===== src/verilog/ppg_fault_pkg.sv =====
`default_nettype none

package ppg_fault_pkg;

    localparam int          ADDR_W          = 6;
    localparam int          DATA_W          = 32;
    localparam int          CNT_W           = 8;

    // Byte addresses of the register words.
    localparam logic [5:0]  OFS_CTRL1       = 6'h00;
    localparam logic [5:0]  OFS_CTRL2       = 6'h04;
    localparam logic [5:0]  OFS_CTRL3       = 6'h08;
    localparam logic [5:0]  OFS_PERIOD      = 6'h0c;
    localparam logic [5:0]  OFS_DEAD        = 6'h10;
    localparam logic [5:0]  OFS_COUNT       = 6'h14;
    localparam logic [5:0]  OFS_IRQ_STATUS  = 6'h18;
    localparam logic [5:0]  OFS_IRQ_CLEAR   = 6'h1c;
    localparam logic [5:0]  OFS_IRQ_ENABLE  = 6'h20;

    // Control 1 fields.
    localparam int          B_INIT1         = 0;
    localparam int          B_INIT2         = 1;
    // Control 2 fields.
    localparam int          B_FAULT_IE      = 0;
    localparam int          B_OE1           = 1;
    localparam int          B_OE2           = 2;
    localparam int          B_PIN_INPUT     = 3;
    localparam int          B_RELEASE       = 7;
    // Control 3 fields.
    localparam int          B_START         = 0;
    localparam int          B_STOP_MODE_LO  = 1;
    localparam int          B_BUSY          = 6;
    localparam int          B_FLAG          = 7;
    // Interrupt status, clear and enable fields.
    localparam int          B_IRQ_FAULT     = 0;
    localparam int          B_IRQ_PERIOD    = 1;
    localparam int          IRQ_W           = 2;

    localparam logic [7:0]  CTRL1_RST       = 8'h00;
    localparam logic [7:0]  CTRL2_RST       = 8'h00;
    localparam logic [2:0]  CTRL3_RST       = 3'h0;
    localparam logic [7:0]  PERIOD_RST      = 8'hff;
    localparam logic [7:0]  DEAD_RST        = 8'h80;

    // Stop-mode field encodings.
    localparam logic [1:0]  STOP_CLEAR_INIT = 2'h0;
    localparam logic [1:0]  STOP_CLEAR_HOLD = 2'h1;
    localparam logic [1:0]  STOP_END_PERIOD = 2'h2;

    // Clock rate and fault response timing, in high-frequency clock periods.
    localparam int          CLK_HZ          = 100_000_000;
    localparam int          HF_CLK_HZ       = 100_000_000;
    localparam int          FAULT_MIN_LOW_CYC  = 4;
    localparam int          FAULT_RESPONSE_MAX = 10;
    localparam int          FAULT_RESPONSE_CYC = (FAULT_RESPONSE_MAX * (CLK_HZ / HF_CLK_HZ) > 0)
                                               ? FAULT_RESPONSE_MAX * (CLK_HZ / HF_CLK_HZ) : 1;
    localparam int          SYNC_STAGES     = 2;

    typedef enum logic [1:0] {TMR_IDLE, TMR_RUN, TMR_END_PERIOD} timer_state_t;

endpackage

`default_nettype wire


===== src/verilog/pulse_gen_if.sv =====
`default_nettype none

interface pulse_gen_if;
    import ppg_fault_pkg::*;
    logic [CNT_W-1:0] count;
    logic [CNT_W-1:0] dead;
    logic [1:0]       init_level;
    logic [1:0]       out_en;
    logic             run;
    logic             hold;
    logic             fault;
    logic [1:0]       pulse;

    modport ctrl (output count, dead, init_level, out_en, run, hold, fault, input pulse);
    modport gen  (input count, dead, init_level, out_en, run, hold, fault, output pulse);
endinterface

`default_nettype wire


===== src/verilog/fault_pin_sync.sv =====
`default_nettype none

module fault_pin_sync
    import ppg_fault_pkg::*;
(
    input  wire logic clk_sys,      // high-frequency clock
    input  wire logic arst_n,       // asynchronous reset
    input  wire logic fault_pin_n,  // raw fault pin
    output var  logic fault_low     // synchronised low level
);

    logic [SYNC_STAGES-1:0] sync_reg;

    // The pin is idle high, so the chain resets high.
    always_ff @(posedge clk_sys or negedge arst_n) begin
        if (!arst_n) begin
            sync_reg <= '1;
        end else begin
            sync_reg <= {sync_reg[SYNC_STAGES-2:0], fault_pin_n};
        end
    end

    assign fault_low = ~sync_reg[SYNC_STAGES-1];

endmodule

`default_nettype wire


===== src/verilog/pulse_out_gen.sv =====
`default_nettype none

module pulse_out_gen
    import ppg_fault_pkg::*;
(
    input  wire logic clk_sys,  // high-frequency clock
    input  wire logic arst_n,   // asynchronous reset
    pulse_gen_if.gen  pg        // waveform controls and outputs
);

    logic [1:0] pulse_reg;
    logic [1:0] pulse_next;
    logic       past_dead;

    assign past_dead = (pg.count >= pg.dead);

    // A disabled output sits at its initial level.
    genvar i;
    generate
        for (i = 0; i < 2; i++) begin : g_out
            assign pulse_next[i] = (pg.fault || !pg.out_en[i]) ? pg.init_level[i] :
                                   pg.run  ? (pg.init_level[i] ^ past_dead) :
                                   pg.hold ? pulse_reg[i] : pg.init_level[i];
        end
    endgenerate

    always_ff @(posedge clk_sys or negedge arst_n) begin
        if (!arst_n) begin
            pulse_reg <= 2'h0;
        end else begin
            pulse_reg <= pulse_next;
        end
    end

    assign pg.pulse = pulse_reg;

endmodule

`default_nettype wire


===== src/verilog/ppg_emergency_output_stop.sv =====
// Overview of operation
// - The fault pin is only heeded while the fault input enable bit is 1, which resets to 0.
// - A low level on the enabled fault pin forces both pulse outputs to their initial levels and raises the fault interrupt.
// - The fault stop disables only the outputs, and the counter keeps running until software stops it.
// - The fault pin counts only while its shared port pin is set to input mode.
// - The fault pin is sampled on the high-frequency clock.
// - Entering the fault stop sets a readable flag to 1 that shows the outputs are disabled.
// - Writing 1 to release bit 7 of control 2 cancels the stop only when start is 0 and stop mode is 00.
// - A cancel while the enabled pin is still low re-enters the stop and raises the interrupt again.
// - Each entry into the fault stop, and each re-entry on a cancel, raises the interrupt, whether or not the counter runs.
// - Start requests are refused while the fault stop is active.
// - The outputs reach their initial levels within ten clock periods of a low pin.
// - Entering a low-power mode initialises the timer and halts it.
// - The initial-level bit of each output selects its polarity.
`default_nettype none

module ppg_emergency_output_stop
    import ppg_fault_pkg::*;
(
    input  wire logic              clk_sys,          // 100 MHz high-frequency clock
    input  wire logic              arst_n,           // asynchronous reset, active low
    input  wire logic [ADDR_W-1:0] avs_address,      // byte address
    input  wire logic              avs_read,         // read request
    input  wire logic              avs_write,        // write request
    input  wire logic [DATA_W-1:0] avs_writedata,    // write data
    input  wire logic [3:0]        avs_byteenable,   // byte lanes
    output var  logic [DATA_W-1:0] avs_readdata,     // read data
    output logic                   avs_waitrequest,  // stall request
    input  wire logic              fault_pin_n,      // emergency fault pin, active low
    input  wire logic              low_power_mode,   // chip is in stop, slow or sleep mode
    output logic                   pulse_out1,       // first pulse output
    output logic                   pulse_out2,       // second pulse output
    output logic                   fault_stop_irq,   // level interrupt request
    output logic                   pulse_timer_busy  // counter is running
);

    pulse_gen_if pg ();

    logic [7:0]         ctrl1_reg;
    logic [7:0]         ctrl1_next;
    logic [3:0]         ctrl2_reg;
    logic [3:0]         ctrl2_next;
    logic               start_reg;
    logic               start_next;
    logic [1:0]         stop_mode_reg;
    logic [1:0]         stop_mode_next;
    logic [CNT_W-1:0]   period_reg;
    logic [CNT_W-1:0]   period_next;
    logic [CNT_W-1:0]   dead_reg;
    logic [CNT_W-1:0]   dead_next;
    logic [CNT_W-1:0]   count_reg;
    logic [CNT_W-1:0]   count_next;
    logic               flag_reg;
    logic               flag_next;
    logic               hold_reg;
    logic               hold_next;
    logic [IRQ_W-1:0]   status_reg;
    logic [IRQ_W-1:0]   status_next;
    logic [IRQ_W-1:0]   irq_en_reg;
    logic [IRQ_W-1:0]   irq_en_next;
    logic               ack_reg;
    logic [DATA_W-1:0]  rdata_reg;
    logic [DATA_W-1:0]  rdata_next;
    timer_state_t       state_reg;
    timer_state_t       state_next;

    logic               fault_low;
    logic               fault_accept;
    logic               fault_event;
    logic               req;
    logic               wr_take;
    logic               lane0;
    logic [7:0]         wbyte;
    logic               wr_ctrl1;
    logic               wr_ctrl2;
    logic               wr_ctrl3;
    logic               wr_period;
    logic               wr_dead;
    logic               wr_irq_clear;
    logic               wr_irq_en;
    logic               release_req;
    logic               release_ok;
    logic               start_req;
    logic               running;
    logic               period_end;
    logic [IRQ_W-1:0]   irq_events;
    logic [IRQ_W-1:0]   irq_clear;
    logic [7:0]         ctrl3_view;

    function automatic logic hit(input logic [ADDR_W-1:0] a, input logic [5:0] ofs);
        return a == ofs;
    endfunction

    function automatic logic [DATA_W-1:0] byte_word(input logic [7:0] b);
        return {{(DATA_W-8){1'b0}}, b};
    endfunction

    // Pin sampling on the high-frequency clock.
    fault_pin_sync u_sync (
        .clk_sys     (clk_sys),
        .arst_n      (arst_n),
        .fault_pin_n (fault_pin_n),
        .fault_low   (fault_low)
    );

    // Bus slave: every access is answered one cycle after it is raised.
    assign req             = avs_read | avs_write;
    assign avs_waitrequest = req & ~ack_reg;
    assign wr_take         = avs_write & ack_reg;
    assign lane0           = avs_byteenable[0];
    assign wbyte           = avs_writedata[7:0];

    assign wr_ctrl1     = wr_take & lane0 & hit(avs_address, OFS_CTRL1);
    assign wr_ctrl2     = wr_take & lane0 & hit(avs_address, OFS_CTRL2);
    assign wr_ctrl3     = wr_take & lane0 & hit(avs_address, OFS_CTRL3);
    assign wr_period    = wr_take & lane0 & hit(avs_address, OFS_PERIOD);
    assign wr_dead      = wr_take & lane0 & hit(avs_address, OFS_DEAD);
    assign wr_irq_clear = wr_take & lane0 & hit(avs_address, OFS_IRQ_CLEAR);
    assign wr_irq_en    = wr_take & lane0 & hit(avs_address, OFS_IRQ_ENABLE);

    // Fault acceptance.
    assign fault_accept = fault_low & ctrl2_reg[B_FAULT_IE]
                        & ctrl2_reg[B_PIN_INPUT] & ~low_power_mode;
    assign release_req  = wr_ctrl2 & wbyte[B_RELEASE];
    assign release_ok   = release_req & ~start_reg & (stop_mode_reg == STOP_CLEAR_INIT);
    // A fresh entry, or a re-entry when a release meets a still-low pin.
    assign fault_event  = fault_accept & (~flag_reg | release_ok);

    assign flag_next = low_power_mode ? 1'b0 :
                       fault_accept   ? 1'b1 :
                       release_ok     ? 1'b0 : flag_reg;

    // Start requests are dropped while the stop is active.
    assign start_req  = wr_ctrl3 & wbyte[B_START] & ~flag_reg & ~fault_accept;
    assign start_next = low_power_mode ? 1'b0 :
                        wr_ctrl3 ? start_req : start_reg;
    assign stop_mode_next = low_power_mode ? 2'h0 :
                            wr_ctrl3 ? wbyte[B_STOP_MODE_LO +: 2] : stop_mode_reg;

    assign ctrl1_next  = low_power_mode ? CTRL1_RST :
                         wr_ctrl1 ? {6'h00, wbyte[B_INIT2], wbyte[B_INIT1]} : ctrl1_reg;
    assign ctrl2_next  = low_power_mode ? CTRL2_RST[3:0] :
                         wr_ctrl2 ? wbyte[3:0] : ctrl2_reg;
    assign period_next = low_power_mode ? PERIOD_RST : wr_period ? wbyte : period_reg;
    assign dead_next   = low_power_mode ? DEAD_RST : wr_dead ? wbyte : dead_reg;

    // Timer sequencing; the fault stop never halts the counter.
    assign running    = (state_reg != TMR_IDLE);
    assign period_end = running & (count_reg == period_reg);

    always_comb begin
        state_next = state_reg;
        hold_next  = hold_reg;
        case (state_reg)
            TMR_IDLE: begin
                if (start_reg) begin
                    state_next = TMR_RUN;
                    hold_next  = 1'b0;
                end
            end
            TMR_RUN: begin
                if (!start_reg) begin
                    case (stop_mode_reg)
                        STOP_CLEAR_INIT: begin
                            state_next = TMR_IDLE;
                            hold_next  = 1'b0;
                        end
                        STOP_CLEAR_HOLD: begin
                            state_next = TMR_IDLE;
                            hold_next  = 1'b1;
                        end
                        default: begin
                            state_next = TMR_END_PERIOD;
                        end
                    endcase
                end
            end
            TMR_END_PERIOD: begin
                if (period_end) begin
                    state_next = TMR_IDLE;
                    hold_next  = 1'b0;
                end
            end
            default: begin
                state_next = TMR_IDLE;
            end
        endcase
        if (low_power_mode) begin
            state_next = TMR_IDLE;
            hold_next  = 1'b0;
        end
    end

    always_comb begin
        if (low_power_mode || state_next == TMR_IDLE || state_reg == TMR_IDLE) begin
            count_next = '0;
        end else if (period_end) begin
            count_next = '0;
        end else begin
            count_next = count_reg + 8'h01;
        end
    end

    // Sticky interrupt status; a new event wins over a clear in the same cycle.
    assign irq_events  = {period_end, fault_event};
    assign irq_clear   = wr_irq_clear ? wbyte[IRQ_W-1:0] : '0;
    assign status_next = (status_reg & ~irq_clear) | irq_events;
    assign irq_en_next = wr_irq_en ? wbyte[IRQ_W-1:0] : irq_en_reg;

    // Read decode, captured the cycle the request is first seen.
    assign ctrl3_view = {flag_reg, running, 3'h0, stop_mode_reg, start_reg};

    always_comb begin
        rdata_next = '0;
        case (avs_address)
            OFS_CTRL1:      rdata_next = byte_word(ctrl1_reg);
            OFS_CTRL2:      rdata_next = byte_word({4'h0, ctrl2_reg});
            OFS_CTRL3:      rdata_next = byte_word(ctrl3_view);
            OFS_PERIOD:     rdata_next = byte_word(period_reg);
            OFS_DEAD:       rdata_next = byte_word(dead_reg);
            OFS_COUNT:      rdata_next = byte_word(count_reg);
            OFS_IRQ_STATUS: rdata_next = byte_word({6'h00, status_reg});
            OFS_IRQ_ENABLE: rdata_next = byte_word({6'h00, irq_en_reg});
            default:        rdata_next = '0;
        endcase
    end

    always_ff @(posedge clk_sys or negedge arst_n) begin
        if (!arst_n) begin
            ack_reg   <= 1'b0;
            rdata_reg <= '0;
        end else begin
            ack_reg   <= req & ~ack_reg;
            rdata_reg <= (avs_read && !ack_reg) ? rdata_next : rdata_reg;
        end
    end

    always_ff @(posedge clk_sys or negedge arst_n) begin
        if (!arst_n) begin
            ctrl1_reg  <= CTRL1_RST;
            ctrl2_reg  <= CTRL2_RST[3:0];
            start_reg  <= CTRL3_RST[B_START];
            stop_mode_reg <= CTRL3_RST[B_STOP_MODE_LO +: 2];
            period_reg <= PERIOD_RST;
            dead_reg   <= DEAD_RST;
        end else begin
            ctrl1_reg  <= ctrl1_next;
            ctrl2_reg  <= ctrl2_next;
            start_reg  <= start_next;
            stop_mode_reg <= stop_mode_next;
            period_reg <= period_next;
            dead_reg   <= dead_next;
        end
    end

    always_ff @(posedge clk_sys or negedge arst_n) begin
        if (!arst_n) begin
            state_reg  <= TMR_IDLE;
            count_reg  <= '0;
            hold_reg   <= 1'b0;
            flag_reg   <= 1'b0;
            status_reg <= '0;
            irq_en_reg <= '0;
        end else begin
            state_reg  <= state_next;
            count_reg  <= count_next;
            hold_reg   <= hold_next;
            flag_reg   <= flag_next;
            status_reg <= status_next;
            irq_en_reg <= irq_en_next;
        end
    end

    // Waveform stage; the accepted fault forces outputs on the very next edge.
    assign pg.count      = count_reg;
    assign pg.dead       = dead_reg;
    assign pg.init_level = {ctrl1_reg[B_INIT2], ctrl1_reg[B_INIT1]};
    assign pg.out_en     = {ctrl2_reg[B_OE2], ctrl2_reg[B_OE1]};
    assign pg.run        = running;
    assign pg.hold       = hold_reg;
    assign pg.fault      = flag_reg | fault_accept;

    pulse_out_gen u_gen (
        .clk_sys (clk_sys),
        .arst_n  (arst_n),
        .pg      (pg.gen)
    );

    assign pulse_out1       = pg.pulse[0];
    assign pulse_out2       = pg.pulse[1];
    assign fault_stop_irq   = |(status_reg & irq_en_reg);
    assign pulse_timer_busy = running;
    assign avs_readdata     = rdata_reg;

endmodule

`default_nettype wire


===== config.mk =====
export PLATFORM = sky130hd
export DESIGN_NAME = ppg_emergency_output_stop
export DESIGN_NICKNAME = d
export VERILOG_FILES = /design/src/verilog/ppg_fault_pkg.sv /design/src/verilog/pulse_gen_if.sv /design/src/verilog/fault_pin_sync.sv /design/src/verilog/pulse_out_gen.sv /design/src/verilog/ppg_emergency_output_stop.sv
export SDC_FILE = /design/constraint.sdc
export NUM_CORES = 1
export LEC_CHECK = 0
export ABC_AREA = 1
export BUFFER_PORTS_ARGS = -buffer_cell sky130_fd_sc_hd__buf_2
export CORE_MARGIN = 2
export CORE_UTILIZATION = 35
export DETAILED_ROUTE_END_ITERATION = 16
export PLACE_DENSITY = 0.62
export SLEW_MARGIN = 0
export SYNTH_ARGS = -nofsm -noshare
export SYNTH_HDL_FRONTEND = slang
export SYNTH_SLANG_ARGS = --single-unit

===== constraint.sdc =====
create_clock -name clk_sys -period 4.6 [get_ports clk_sys]
set_input_delay 0.92 -clock clk_sys [delete_from_list [all_inputs] [get_ports clk_sys]]
set_output_delay 0.92 -clock clk_sys [all_outputs]
set_load 0.02 [all_outputs]

# Word level (Yosys, flattened, before mapping)
# Cells that the tools add are included.
# word_totals
ff_bits	84
# classes
n_reduce_logical	23
bitwise	36
add_sub_neg	1
muxes	37
eq_ne	18
n_lt_le_gt_ge	1
# op_table
op	count
$mux W8	8
$pmux W8 S8	1
$eq A6 B5 Y1 const B	4
$and A1 B1 Y1	21
$mux W2	8
$mux W1	15
$eq A6 B4 Y1 const B	2
$reduce_bool A2 Y1	6
$ne A3 B3 Y1 const B	3
$add A8 B1 Y8 const B	1
$eq A8 B8 Y1	1
$ge A8 B8 Y1	1
$mux W4	2
$eq A6 B3 Y1 const B	1
$eq A6 B6 Y1 const B	1
$logic_not A2 Y1	3
$logic_not A6 Y1	1
$ne A3 B1 Y1 const B	2
$not A1 Y1	6
$pmux W2 S3	1
$reduce_and A5 Y1	1
$and A2 B2 Y2	2
$eq A2 B1 Y1 const B	2
$logic_or A1 B1 Y1	4
other kinds (13)	19

# Longest topological paths before layout
# Gate-level depths: netlist (run 1).
# depth
depth_word	10
ltp_mapped	12

# Cells and area by module
# A second synthesis (run 1) with hierarchy kept.
# unflattened
cells_unflattened	428
area_unflattened_um2	3219.3
# modules_own_cells
module	cells_each	seq_area_each_um2	n_inst	area_each_um2
ppg_emergency_output_stop	360	1262.5	1	2788.9
pulse_out_gen	65	50.0	1	374.1
fault_pin_sync	3	52.6	1	56.3

# Least setup slack after synthesis (run 1)
# No wires, ideal clock.
# synth_path
path_type	input to output
start	input port avs_write
end	output port avs_waitrequest
n_path_buf	0
required_ns	3.680
t_arrival_ns	1.250
slack_ns	2.430
stages	2
path_cell_list	nor2_1 -> nor2_1
# synth_via
elab_chain_len	2
# synth_rtl
element	line_no	rtl
start: declaration	ppg_emergency_output_stop.sv:24	input wire logic avs_write,
$or A1 B1 Y1	ppg_emergency_output_stop.sv:107	assign req = avs_read | avs_write;
$and A1 B1 Y1	ppg_emergency_output_stop.sv:108	assign avs_waitrequest = req & ~ack_reg;
end: declaration	ppg_emergency_output_stop.sv:28	output logic avs_waitrequest,
# Every way passes these cells.

# Final worst setup path (run 1)
# layout_path
start	register state_reg[1]
end	output port pulse_timer_busy
# layout_via
elab_chain_len	1
# layout_rtl
element	line_no	rtl
start: declaration	ppg_emergency_output_stop.sv:64	timer_state_t state_reg;
start signal: assignment	ppg_emergency_output_stop.sv:265	state_reg <= state_next;
$reduce_bool A2 Y1	ppg_emergency_output_stop.sv:148	assign running = (state_reg != TMR_IDLE);
end: declaration	ppg_emergency_output_stop.sv:34	output logic pulse_timer_busy
# Every way passes these cells.

==> results by stage, run 1 <==
Setup path:
- At the worst endpoint, the arrival time is between 1 and 1.5 ns.
- The class of the most critical setup path is flop to output pin.
- The startpoint kind of the worst setup timing path is a flop.
- Among all stages on the critical path, the largest delay is contributed by dfrtp_1.
- Along the worst path, the maximum fanout reaches 5.
- The sort of element at the end of the critical path is an output pin.
- The largest single stage delay on the critical path is 0.43 ns.
- The critical path goes through nor2_1 > inv_1 > buf_2.
- The minimum setup slack among reg-to-reg paths is 2.92 ns.
- Counting both buffers and inverters, the worst setup path holds a total of 2.
- The source of the worst register-to-register timing path is count_reg[4].
- The required time at the worst-slack endpoint is between 3 and 4 ns.
- The worst register-to-register path has a depth of 8.
- In this run the critical register-to-register path is captured at count_reg[7].
- Broken down by cell family, the worst path's largest delay share belongs to flip-flops.

CTS:
- The number of clock buffers added by TritonCTS is 5.
- The clock tree from TritonCTS is yes.
- The cell at the root of the clock tree is clkbuf_8.
- The number of sinks handled by clock tree synthesis is 54.
- The maximum number of buffers from clock root to sink is 2.
- The number of hold-repair buffers added at the cts stage is 0.
- The post-cts sizing count is 0.
- The number of setup buffers added after CTS is 0.
- The clock reaches the later pin of the worst-skew pair after ~0.31 ns.
- The clock tree synthesis step divided the H-tree into 2 levels.
- After clock tree synthesis, the clock-pin slew on the worst setup and hold paths is roughly 0.1 ns.

Synthesis:
- The proportion of synthesized chip area in sequential cells is 42.5%.
- The largest family of logic cells by synthesized area is simple AND/OR/NAND/NOR gates.
- Dividing the synthesized area by the synthesized cell count gives 7.45 µm².
- In the synthesized netlist, mux cells make up 0% of the area.
- The area fraction of the dominant cell type after synthesis is roughly a third.
- Synthesis handed over a netlist of approximately 430 instances.
- The adder and majority gate portion of the synthesized area is 3.51%.
- Yosys instantiated no cell more often than nand2_1.
- The share of flip-flops with an asynchronous set or reset after synthesis is between 90% and 100%.
- The synthesized netlist devotes under 10% of its cell area to XOR and XNOR gates.
- The number of warnings reported in the yosys synthesis log is 0.
- The area fraction in compound gates after synthesis is 12.6%.
- Summing every instance area after synthesis gives 0.00321 mm².
- Among all flip-flop cells after synthesis, the most frequent one is dfrtp_1.
- dfrtp_1 takes more of the synthesized area than any other cell.
- Synthesis inferred 54 register bits.
- The count of different cell masters after synthesis is 31.
- After synthesis, the most frequently instantiated cells are nand2_1, inv_1, o21ai_0.
- The count of flip-flops with a built-in enable after synthesis is 0.
- In the post-synthesis netlist, the biggest area contributors are dfrtp_1, nand2_1, dfstp_2.
- After Yosys synthesis, and, or, nand and nor cells account for 25.6% of the synthesized area.

Cells and area:
- The area of the multi-input gates is 0.00147 mm².
- The number of antenna diodes in the final layout is 0.
- The area growth from synthesis to layout is 8.77%.
- The filler-free cell count of the finished design is 577.
- The number of fill cells is roughly 940.
- The share of layout cells above drive strength 1 is 14.1%.
- The total non-filler cell area in the finished layout is 0.00349 mm².
- For this run, the post-layout net count is about 530.
- The area of all sequential standard cells is 0.00137 mm².

Timing:
- Setup total negative slack on the finished layout was measured at 0 ns.
- Measured against its own limit, the worst slew margin works out to between 50% and 60%.
- Setup repair after global routing left no endpoint under its margin.
- The setup-violating endpoint count in the final report is 0.
- The final count of hold timing violations is 0.
- The clock arrives with roughly 0.009 ns of skew.
- The shortest period the worst path allows is 2.29 ns.
- The transition time at the pin with the least slew margin is 0.699 ns.
- The period utilization is 49.8%.
- The max-slew violation count is 0.
- The highest clock rate is 0.436 GHz.

Power:
- In this run the static leakage power is about 0.0018 µW.
- The worst-case IR drop observed on VDD is 151 µV.
- Power spread over the standard cell area amounts to 263 mW/mm².

Drt:
- The per-cell via count in the routed design is 4.74.
- Once detail routing completed, the nets flagged for antenna violations numbered 0.
- The routed wire length per instance is 13.1 µm.
- The number of iterations in the first detailed-routing pass is 4.
- The number of design rule violations left after detail routing is 0.
- For this block, the routed nets add up to 7540 µm of wire.
- The total via count in the routed design is 2735.
- The first routing iteration left around 110 violations.

Min path:
- In this run the worst hold path is classified as flop to flop.
- Counting instances, the worst hold path has a depth of 0.
- In this run the most critical hold path is launched from u_sync.sync_reg[0].
- The terminating pin of the worst hold path is u_sync.sync_reg[1].

Status:
- The flow ran to the end, and the final reports show no timing, DRC or antenna violations.

Floorplanning:
- The die outline width is about 100 µm.
- The I/O pin count is 85.
- The die covers 0.00996 mm².
- Once the floorplan was initialized, standard cells occupied a little over a third of the core.
- From bottom edge to top edge, the die measures 99.8 µm.
- The number of core rows is 34.
- The area of the core is 0.00881 mm².

Placed design:
- The HPWL after detailed placement is 5890 µm.
- The number of buffer cells added on primary ports is 33.
- Routability-driven placement finished with a final weighted congestion of 0.891.
- The number of placed instances with taps included is 569.
- The total placed instance area is 0.00340 mm².

Global routing:
- The first global-routing pass estimated 12700 µm of wire.
- The via count of the first global-routing pass is 2691.
- Global routing used 16.0% of the available tracks across all layers.
- The total overflow left after global routing is 0.
- The initial antenna violation count is 0.
- The pin count of the biggest net entering global routing is 55.

Job:
- The max-capacitance violation count is 0.
cells in the final DEF, fill, tap and decap left out, types with 7 or more instances in the layout:
master   instances
a21oi_1          7
buf_2           33
conb_1          24
dfrtp_1         43
dfstp_2         11
ha_1             9
inv_1           65
nand2_1        108
nand3_1         22
nand4_1          7
nor2_1          40
o21ai_0         55
worst max path at each step:
| stage | start | endpoint | slack, ns | cells past startpoint |
|---|---|---|---|---|
| 4_1_cts | state_reg[1] | pulse_timer_busy | 2.27 | 3 |
| 6_report | state_reg[1] | pulse_timer_busy | 2.31 | 3 |
| 5_1_grt | state_reg[1] | pulse_timer_busy | 2.20 | 3 |
| 3_5_place_dp | low_power_mode | u_gen.pg.pulse[1] | 2.27 | 10 |
| 2_1_floorplan | avs_write | avs_waitrequest | 2.43 | 2 |
| 3_3_place_gp | low_power_mode | u_gen.pg.pulse[1] | 2.29 | 10 |
layout make-up:
cell class / count / area share [%]
multi-input combinational: 305 / 42.2
sequential: 54 / 39.1
inverter: 68 / 7.31
timing repair buffer: 34 / 4.94
tap: 108 / 3.87
clock buffer: 7 / 2.47
clock inverter: 1 / 0.143
report_power, final:
group | total [µW] | internal [µW] | switching (µW) | leakage [µW]
Clock | 279 | 122 | 157 | 0.0000482
Combinational | 121 | 33.2 | 87.5 | 0.00105
Sequential | 519 | 503 | 16.6 | 0.000695
cell families (layout without fill, tap and decap cells):
kind of cell	after synthesis	in the layout
DFF	54	54
other	1	24
AOI/OAI and AO/OA	74	74
and+or+nand+nor	193	193
adders and majority gates	9	9
buffers and inverters	95	110
xor gates and xnor gates	5	5
worst register-to-register path, stage by stage (launching register included):
cell and delay [ns]:
dfrtp_1 0.45, inv_1 0.17, nand2_1 0.07, nand2_1 0.06, nand2_1 0.05, nor2_1 0.21, nand3_1 0.33, nand3_1 0.19
nor2_1 0.06
per-stage QoR:
step | total power (µW) | util, % | worst slack (ns) | hold slack, ns
finish | 919 | 39.7 | 2.31 | 0.360
global route | 964 | 39.7 | 2.20 | 0.370
CTS | 927 | 39.7 | 2.27 | 0.362
detailed placement | 649 | 38.6 | 2.27 | 0.347
global placement | 646 | 38.6 | 2.29 | 0.346
floorplan | 621 | - | 2.43 | 0.345
routing by layer:
metal  share of wire, %  vias up  global-route usage, %
li1                   -     1391                      -
met1                 48     1275                   22.3
met2                 47       63                   26.1
met3                4.6        6                   2.65
met4               0.81        0                   3.69
met5                  0        -                      0
No activity file was read; power rests on OpenSTA's default activity.
==> run 2, diff against run 1 <==
--- a/config.mk
+++ b/config.mk
@@ -10,7 +10,7 @@
 export CORE_MARGIN = 2
 export CORE_UTILIZATION = 35
 export DETAILED_ROUTE_END_ITERATION = 16
-export PLACE_DENSITY = 0.62
+export PLACE_DENSITY = 0.64
 export SLEW_MARGIN = 0
 export SYNTH_ARGS = -nofsm -noshare
 export SYNTH_HDL_FRONTEND = slang
==> constraint.sdc (replaced) <==
create_clock -name clk_sys -period 1.9 [get_ports clk_sys]
set_input_delay 0.38 -clock clk_sys [delete_from_list [all_inputs] [get_ports clk_sys]]
set_output_delay 0.38 -clock clk_sys [all_outputs]
set_load 0.02 [all_outputs]
==> run 2 against run 1 <==
  * Via count grew 2.7%
  * Non-clock buffer count grew 3
  * Highest routed layer unchanged
  * Global-route usage grew 0.35 points
  * Routed wire length grew 0.20%
  * Largest cell class unchanged
  * Register-to-register slack lost 2.7 ns
==> results by stage, run 2 (same netlist as run 1, synthesis figures left out) <==
Cells and area:
- Leading cell types in the layout, fill and taps excluded: nand2_1, inv_1, o21ai_0 (unchanged).
- The utilization after layout is 40.3% (was 39.7%).
- The most common cell after layout, fill and taps aside is nand2_1 (unchanged).
- The share of layout cells above drive strength 1 is 14.8% (was 14.1%).
- The number of fill cells is 909 (was 936).
- The final layout net count is 528 (was 525).
- The total inserted antenna cells is 0 (unchanged).
- The total non-filler cell area in the finished layout was 0.00355 mm² (was 0.00349 mm²).
- The area growth from synthesis to layout is 10.5% (was 8.77%).

Timing:
- The highest clock rate is 0.569 GHz.
- The final count of hold timing violations is 0 (unchanged).
- The smallest hold slack came to 0.0228 ns (was 0.360 ns).
- The max-slew violation count came to 0 (unchanged).
- The worst setup skew after layout is 0.00440 ns (was 0.00897 ns).
- The final worst setup slack is 0.142 ns (was 2.31 ns).
- The setup-violating endpoint count in the final report is 0 (unchanged).
- Unrepaired setup endpoints after global routing: false (unchanged).
- The period utilization is between 90% and 100%.
- The shortest period the worst path allows is approximately 1.8 ns.
- The summed negative setup slack over all endpoints is 0 ns (unchanged).

Drt:
- The number of design rule violations left after detail routing is 0 (unchanged).
- The initial detailed-routing violation count was 147 (was 106).
- The routed wire length per instance came to 13.0 µm (was 13.1 µm).
- The number of nets with antenna violations after detailed routing is 0 (unchanged).
- The per-cell via count in the routed design is 4.84 (was 4.74).
- The number of iterations in the first detailed-routing pass is 4 (unchanged).
- The detailed-route wire length came to 7560 µm (was 7540 µm).
- The total via count in the routed design came to 2809 (was 2735).

Setup path:
- The required time at the worst-slack endpoint was 1.52 ns (was 3.68 ns).
- The endpoint of the lowest-slack register-to-register path is u_gen.pg.pulse[0] (was count_reg[7]).
- The maximum fanout count along the critical path is 5 (unchanged).
- The startpoint kind of the worst setup timing path is a flop (unchanged).
- The class of the most critical setup path is flop to output pin (unchanged).
- The gate family responsible for the most delay along the worst path is flip-flops (unchanged).
- The source of the worst register-to-register timing path was dead_reg[7] (was count_reg[4]).
- The buffering stage count on the worst path with inverters included is 2 (unchanged).
- The minimum setup slack among reg-to-reg paths came to 0.20 ns (was 2.92 ns).
- The arrival time of data at the critical path endpoint is 1.38 ns (was 1.37 ns).
- The critical path's largest stage delay is 0.42 ns (was 0.43 ns).
- Ordered list of cells on the worst path: nor2_1 > inv_1 > buf_2 (unchanged).
- The library cell contributing the largest single delay on the critical path is dfrtp_1 (unchanged).
- The sort of element at the end of the critical path is an output pin (unchanged).
- The number of cell instances on the worst register-to-register path is 9 (was 8).

Power:
- The maximum VDD drop was 313 µV (was 151 µV).
- The power density normalized to cell area was 661 mW/mm² (was 263 mW/mm²).
- The static leakage is 0.00182 µW (was 0.00179 µW).
- The power share of the sequential group is 53.6% (was 56.5%).
- The total net switching power came to 647 µW (was 261 µW).
- The combinational share of power was 12.9% (was 13.1%).
- The total internal power came to 1700 µW (was 658 µW).
- The proportion of power drawn by the clock network is 33.5% (was 30.3%).
- The net switching share of the total power is 27.6% (was 28.4%).

Floorplanning:
- The area of the core is 0.00881 mm² (unchanged).
- The die area is 0.00996 mm² (unchanged).
- The die outline width came to 99.8 µm (unchanged).
- The starting density of the core is 36.5% (unchanged).
- The I/O pin count is 85 (unchanged).
- The number of core rows was 34 (unchanged).
- The floorplan die height is 99.8 µm (unchanged).

Global routing:
- The via count of the first global-routing pass is 2814 (was 2691).
- The initial antenna violation count is 0 (unchanged).
- The global-route wire length before repair is 13100 µm (was 12700 µm).
- The total overflow reported by the global router is 0 (unchanged).
- The pin count of the biggest net entering global routing is 36 (was 55).
- The combined global-route utilization of all metal layers is 16.3% (was 16.0%).

Placed design:
- The detailed placer's ending HPWL is 6090 µm (was 5890 µm).
- The final estimated routing congestion in global placement is 0.847 (was 0.891).
- The worst setup slack after placement is 0.157 ns (was 2.27 ns).
- The number of buffer cells added on primary ports is 33 (unchanged).
- The total placed instance area is 0.00344 mm² (was 0.00340 mm²).

CTS:
- The post-CTS repair timing setup buffer count is 0 (unchanged).
- The worst-skew pair later-pin latency was 0.31 ns (about the same).
- The clock tree from TritonCTS is yes (unchanged).
- The clock-pin slew reported for the worst setup and hold paths after clock tree synthesis is 0.10 ns (about the same).
- The post-cts sizing count was 0 (unchanged).
- The number of sinks handled by clock tree synthesis was 54 (unchanged).
- The total number of H-tree levels came to 2 (unchanged).
- The maximum number of buffers from clock root to sink is 2 (unchanged).
- The number of clock buffers inserted by TritonCTS is 5 (unchanged).
- The number of hold-repair buffers added at the cts stage was 0 (unchanged).
- The cell at the root of the clock tree is clkbuf_8 (unchanged).

Status:
- Status: completed (unchanged).

Job:
- The max-capacitance violation count came to 0 (unchanged).

Min path:
- The worst hold path class was input pin to async pin (was flop to flop).
[run 2: cell count changes in the layout (fill, tap and decap cells not counted)]
cell       delta
bufinv_16     +1
clkbuf_8      -1
inv_6         +1
buf_12        +1
buf_4         +2
clkbuf_1      -1
[run 2: metrics by stage]
stage	total power (µW)	std cells
after floorplan	1500	454
after global placement	1570	572
after detailed placement	1580	572
after CTS	2360	580
after global routing	2460	580
final	2350	580
[run 2: layer usage]
layer / global-route usage (%) / wire (µm) / vias to the layer above / part of all wire, %
li1: - / - / 1400 / -
met1: 22.1 / 3520 / 1308 / 47
met2: 26.3 / 3510 / 92 / 46
met3: 3.55 / 454 / 9 / 6.0
met4: 4.85 / 72 / 0 / 0.95
met5: 0 / 0 / - / 0
[run 2: worst max path at each step]
stage | from | cells past startpoint | slack [ns] | end
6_report | state_reg[1] | 3 | 0.14 | pulse_timer_busy
5_1_grt | count_reg[4] | 12 | 0.01 | count_reg[2]
4_1_cts | state_reg[1] | 3 | 0.12 | pulse_timer_busy
3_5_place_dp | avs_address[0] | 9 | 0.16 | ctrl2_reg[1]
3_3_place_gp | avs_address[0] | 10 | 0.23 | avs_readdata[0]
2_1_floorplan | dead_reg[7] | 9 | 0.42 | u_gen.pg.pulse[0]
[run 2: layout make-up]
cell class,instances,area (µm²),area share [%]
multi-input combinational,305,1470,41.5
clock buffer,5,68.8,1.94
timing repair buffer,37,208,5.85
tap,108,135,3.81
inverter,68,255,7.19
clock inverter,3,43.8,1.23
sequential,54,1370,38.5
[run 2: power by group through the flow]
stage / Clock, µW / Sequential (µW) / Combinational (µW)
final: 786 / 1260 / 302
after global routing: 848 / 1270 / 345
after CTS: 802 / 1260 / 304
after detailed placement: 0 / 1280 / 303
after global placement: 0 / 1280 / 296
after floorplan: 0 / 1280 / 227
==> run 3, diff against run 2 <==
--- a/config.mk
+++ b/config.mk
@@ -11,6 +11,7 @@
 export CORE_UTILIZATION = 35
 export DETAILED_ROUTE_END_ITERATION = 16
 export PLACE_DENSITY = 0.64
+export REMOVE_ABC_BUFFERS = 1
 export SLEW_MARGIN = 0
 export SYNTH_ARGS = -nofsm -noshare
 export SYNTH_HDL_FRONTEND = slang
==> run 3 against run 2 <==
  * Core utilization decreased by 0.20 points
  * Clock skew grew 0.0047 ns
  * Non-clock buffer count did not move
  * Sequential share of layout area increased by 0.19 points
  * Flip-flop and latch count stayed put
  * Critical path depth unchanged
  * Clock-buffer cell count increased by 1
  * Routed wire length about the same
  * Critical endpoint unchanged
  * Largest power group unchanged
==> results by stage, run 3 (same netlist as run 1, synthesis figures left out) <==
Power:
- The maximum VDD drop was 324 µV (was 313 µV).
- The power after layout is 2230 µW (was 2350 µW).
- The power density normalized to cell area is 632 mW/mm² (was 661 mW/mm²).
- The static leakage is 0.00181 µW (was 0.00182 µW).

Timing:
- The summed negative setup slack over all endpoints was 0 ns (unchanged).
- The setup-violating endpoint count in the final report is 0 (unchanged).
- The highest clock rate is 0.577 GHz (was 0.569 GHz).
- The worst setup skew after layout was 0.00910 ns (was 0.00440 ns).
- The smallest hold slack is 0.0426 ns (was 0.0228 ns).
- The period utilization is 91.3% (was 92.5%).
- The max-slew violation count is 0 (unchanged).
- The final count of hold timing violations was 0 (unchanged).
- Unrepaired setup endpoints after global routing: false (unchanged).
- The shortest period the worst path allows was 1.73 ns (was 1.76 ns).

Floorplanning:
- The number of core rows is 34 (unchanged).
- The die area is 0.00996 mm² (unchanged).
- The floorplan die height was 99.8 µm (unchanged).
- The area of the core is 0.00881 mm² (unchanged).
- The starting density of the core is 36.5% (unchanged).
- The I/O pin count came to 85 (unchanged).
- The die outline width is 99.8 µm (unchanged).

Cells and area:
- The most common cell after layout, fill and taps aside is nand2_1 (unchanged).
- The final layout net count was 528 (unchanged).
- Leading cell types in the layout, fill and taps excluded: nand2_1, inv_1, o21ai_0 (unchanged).
- The number of fill cells is 924 (was 909).
- The share of layout cells above drive strength 1 came to 14.8% (unchanged).
- The utilization after layout is 40.1% (was 40.3%).
- The area growth from synthesis to layout was 9.98% (was 10.5%).
- The total non-filler cell area in the finished layout came to 0.00353 mm² (was 0.00355 mm²).
- The total inserted antenna cells was 0 (unchanged).

CTS:
- The post-cts sizing count is 0 (unchanged).
- The total number of H-tree levels was 2 (unchanged).
- The number of clock buffers inserted by TritonCTS is 5 (unchanged).
- The number of hold-repair buffers added at the cts stage is 0 (unchanged).
- The worst-skew pair later-pin latency is 0.31 ns (about the same).
- The post-CTS repair timing setup buffer count came to 0 (unchanged).
- The cell at the root of the clock tree is clkbuf_8 (unchanged).
- The clock-pin slew reported for the worst setup and hold paths after clock tree synthesis is 0.10 ns (about the same).
- The clock tree from TritonCTS is yes (unchanged).
- The maximum number of buffers from clock root to sink is 2 (unchanged).
- The number of sinks handled by clock tree synthesis came to 54 (unchanged).

Drt:
- The detailed-route wire length was 7560 µm (about the same).
- The per-cell via count in the routed design came to 4.82 (was 4.84).
- The number of iterations in the first detailed-routing pass came to 5 (was 4).
- The routed wire length per instance is 13.0 µm (about the same).
- The number of design rule violations left after detail routing is 0 (unchanged).
- The total via count in the routed design is 2795 (was 2809).
- The number of nets with antenna violations after detailed routing came to 0 (unchanged).
- The initial detailed-routing violation count is 164 (was 147).

Placed design:
- The total placed instance area came to 0.00344 mm² (unchanged).
- The number of buffer cells added on primary ports came to 33 (unchanged).
- The detailed placer's ending HPWL is 5910 µm (was 6090 µm).
- The final estimated routing congestion in global placement is 0.872 (was 0.847).

Setup path:
- The library cell contributing the largest single delay on the critical path was dfrtp_1 (unchanged).
- The arrival time of data at the critical path endpoint was 1.35 ns (was 1.38 ns).
- The number of cell instances on the worst register-to-register path is 12 (was 9).
- The launching instance or port of the critical path is state_reg[1] (unchanged).
- The startpoint kind of the worst setup timing path was a flop (unchanged).
- The gate family responsible for the most delay along the worst path is buffers and inverters (was flip-flops).
- Ordered list of cells on the worst path: nor2_1 > inv_1 > buf_2 (unchanged).
- The buffering stage count on the worst path with inverters included was 2 (unchanged).
- The class of the most critical setup path is flop to output pin (unchanged).
- The critical path's largest stage delay is 0.41 ns (was 0.42 ns).
- The sort of element at the end of the critical path is an output pin (unchanged).
- The maximum fanout count along the critical path is 5 (unchanged).
- The source of the worst register-to-register timing path is count_reg[4] (was dead_reg[7]).
- The number of gates on the worst path with buffers counted is 3 (unchanged).
- The required time at the worst-slack endpoint was 1.52 ns (about the same).

Global routing:
- The total overflow reported by the global router is 0 (unchanged).
- The combined global-route utilization of all metal layers is 16.1% (was 16.3%).
- The via count of the first global-routing pass is 2699 (was 2814).
- The initial antenna violation count came to 0 (unchanged).
- The global-route wire length before repair is 12800 µm (was 13100 µm).
- The pin count of the biggest net entering global routing is 55 (was 36).

Job:
- The max-capacitance violation count came to 0 (unchanged).

Status:
- Status: completed (unchanged).

Min path:
- The worst hold path class is input pin to async pin (unchanged).
[run 3: changes by cell type in the layout (fill, tap and decap cells not counted), sizes merged]
cell / delta
bufinv: -1
inv: -1
clkbuf: +1
clkinvlp: +1
[run 3: report_power, final]
group          switching (µW)  total, µW  internal (µW)
clock                     381        675            294
sequential               39.1       1260           1220
combinational             213        302           88.5
[run 3: stage by stage]
step	instances	setup WS, ns
4_1_cts	580	0.145
6_report	580	0.166
3_3_place_gp	572	0.176
2_1_floorplan	427	0.424
5_1_grt	580	0.0355
3_5_place_dp	572	0.142
[run 3: final cells by class]
class	instances	area [µm²]	share of cell area (%)
clock buffer	6	82.6	2.34
clock inverter	2	12.5	0.354
inverter	68	255	7.23
multi-input combinational	305	1470	41.7
sequential	54	1370	38.7
tap	108	135	3.83
timing repair buffer	37	208	5.88
[run 3: path summary, 6_finish.rpt]
kind,end,slack [ns]
worst max-delay path,pulse_timer_busy,0.17
worst max register to register,count_reg[0],0.23
worst min-delay path,avs_readdata[5],0.04
min in group clk_sys,u_sync.sync_reg[0],0.16
max in group asynchronous,u_sync.sync_reg[1],1.55
worst min register to register,u_sync.sync_reg[1],0.37
[run 3: per-layer routing]
layer / track usage [%] / up-vias / wire, µm
met5: 0 / - / 0
met2: 26.2 / 89 / 3430
li1: - / 1402 / -
met4: 3.69 / 0 / 55
met1: 22.7 / 1299 / 3630
met3: 2.79 / 5 / 444
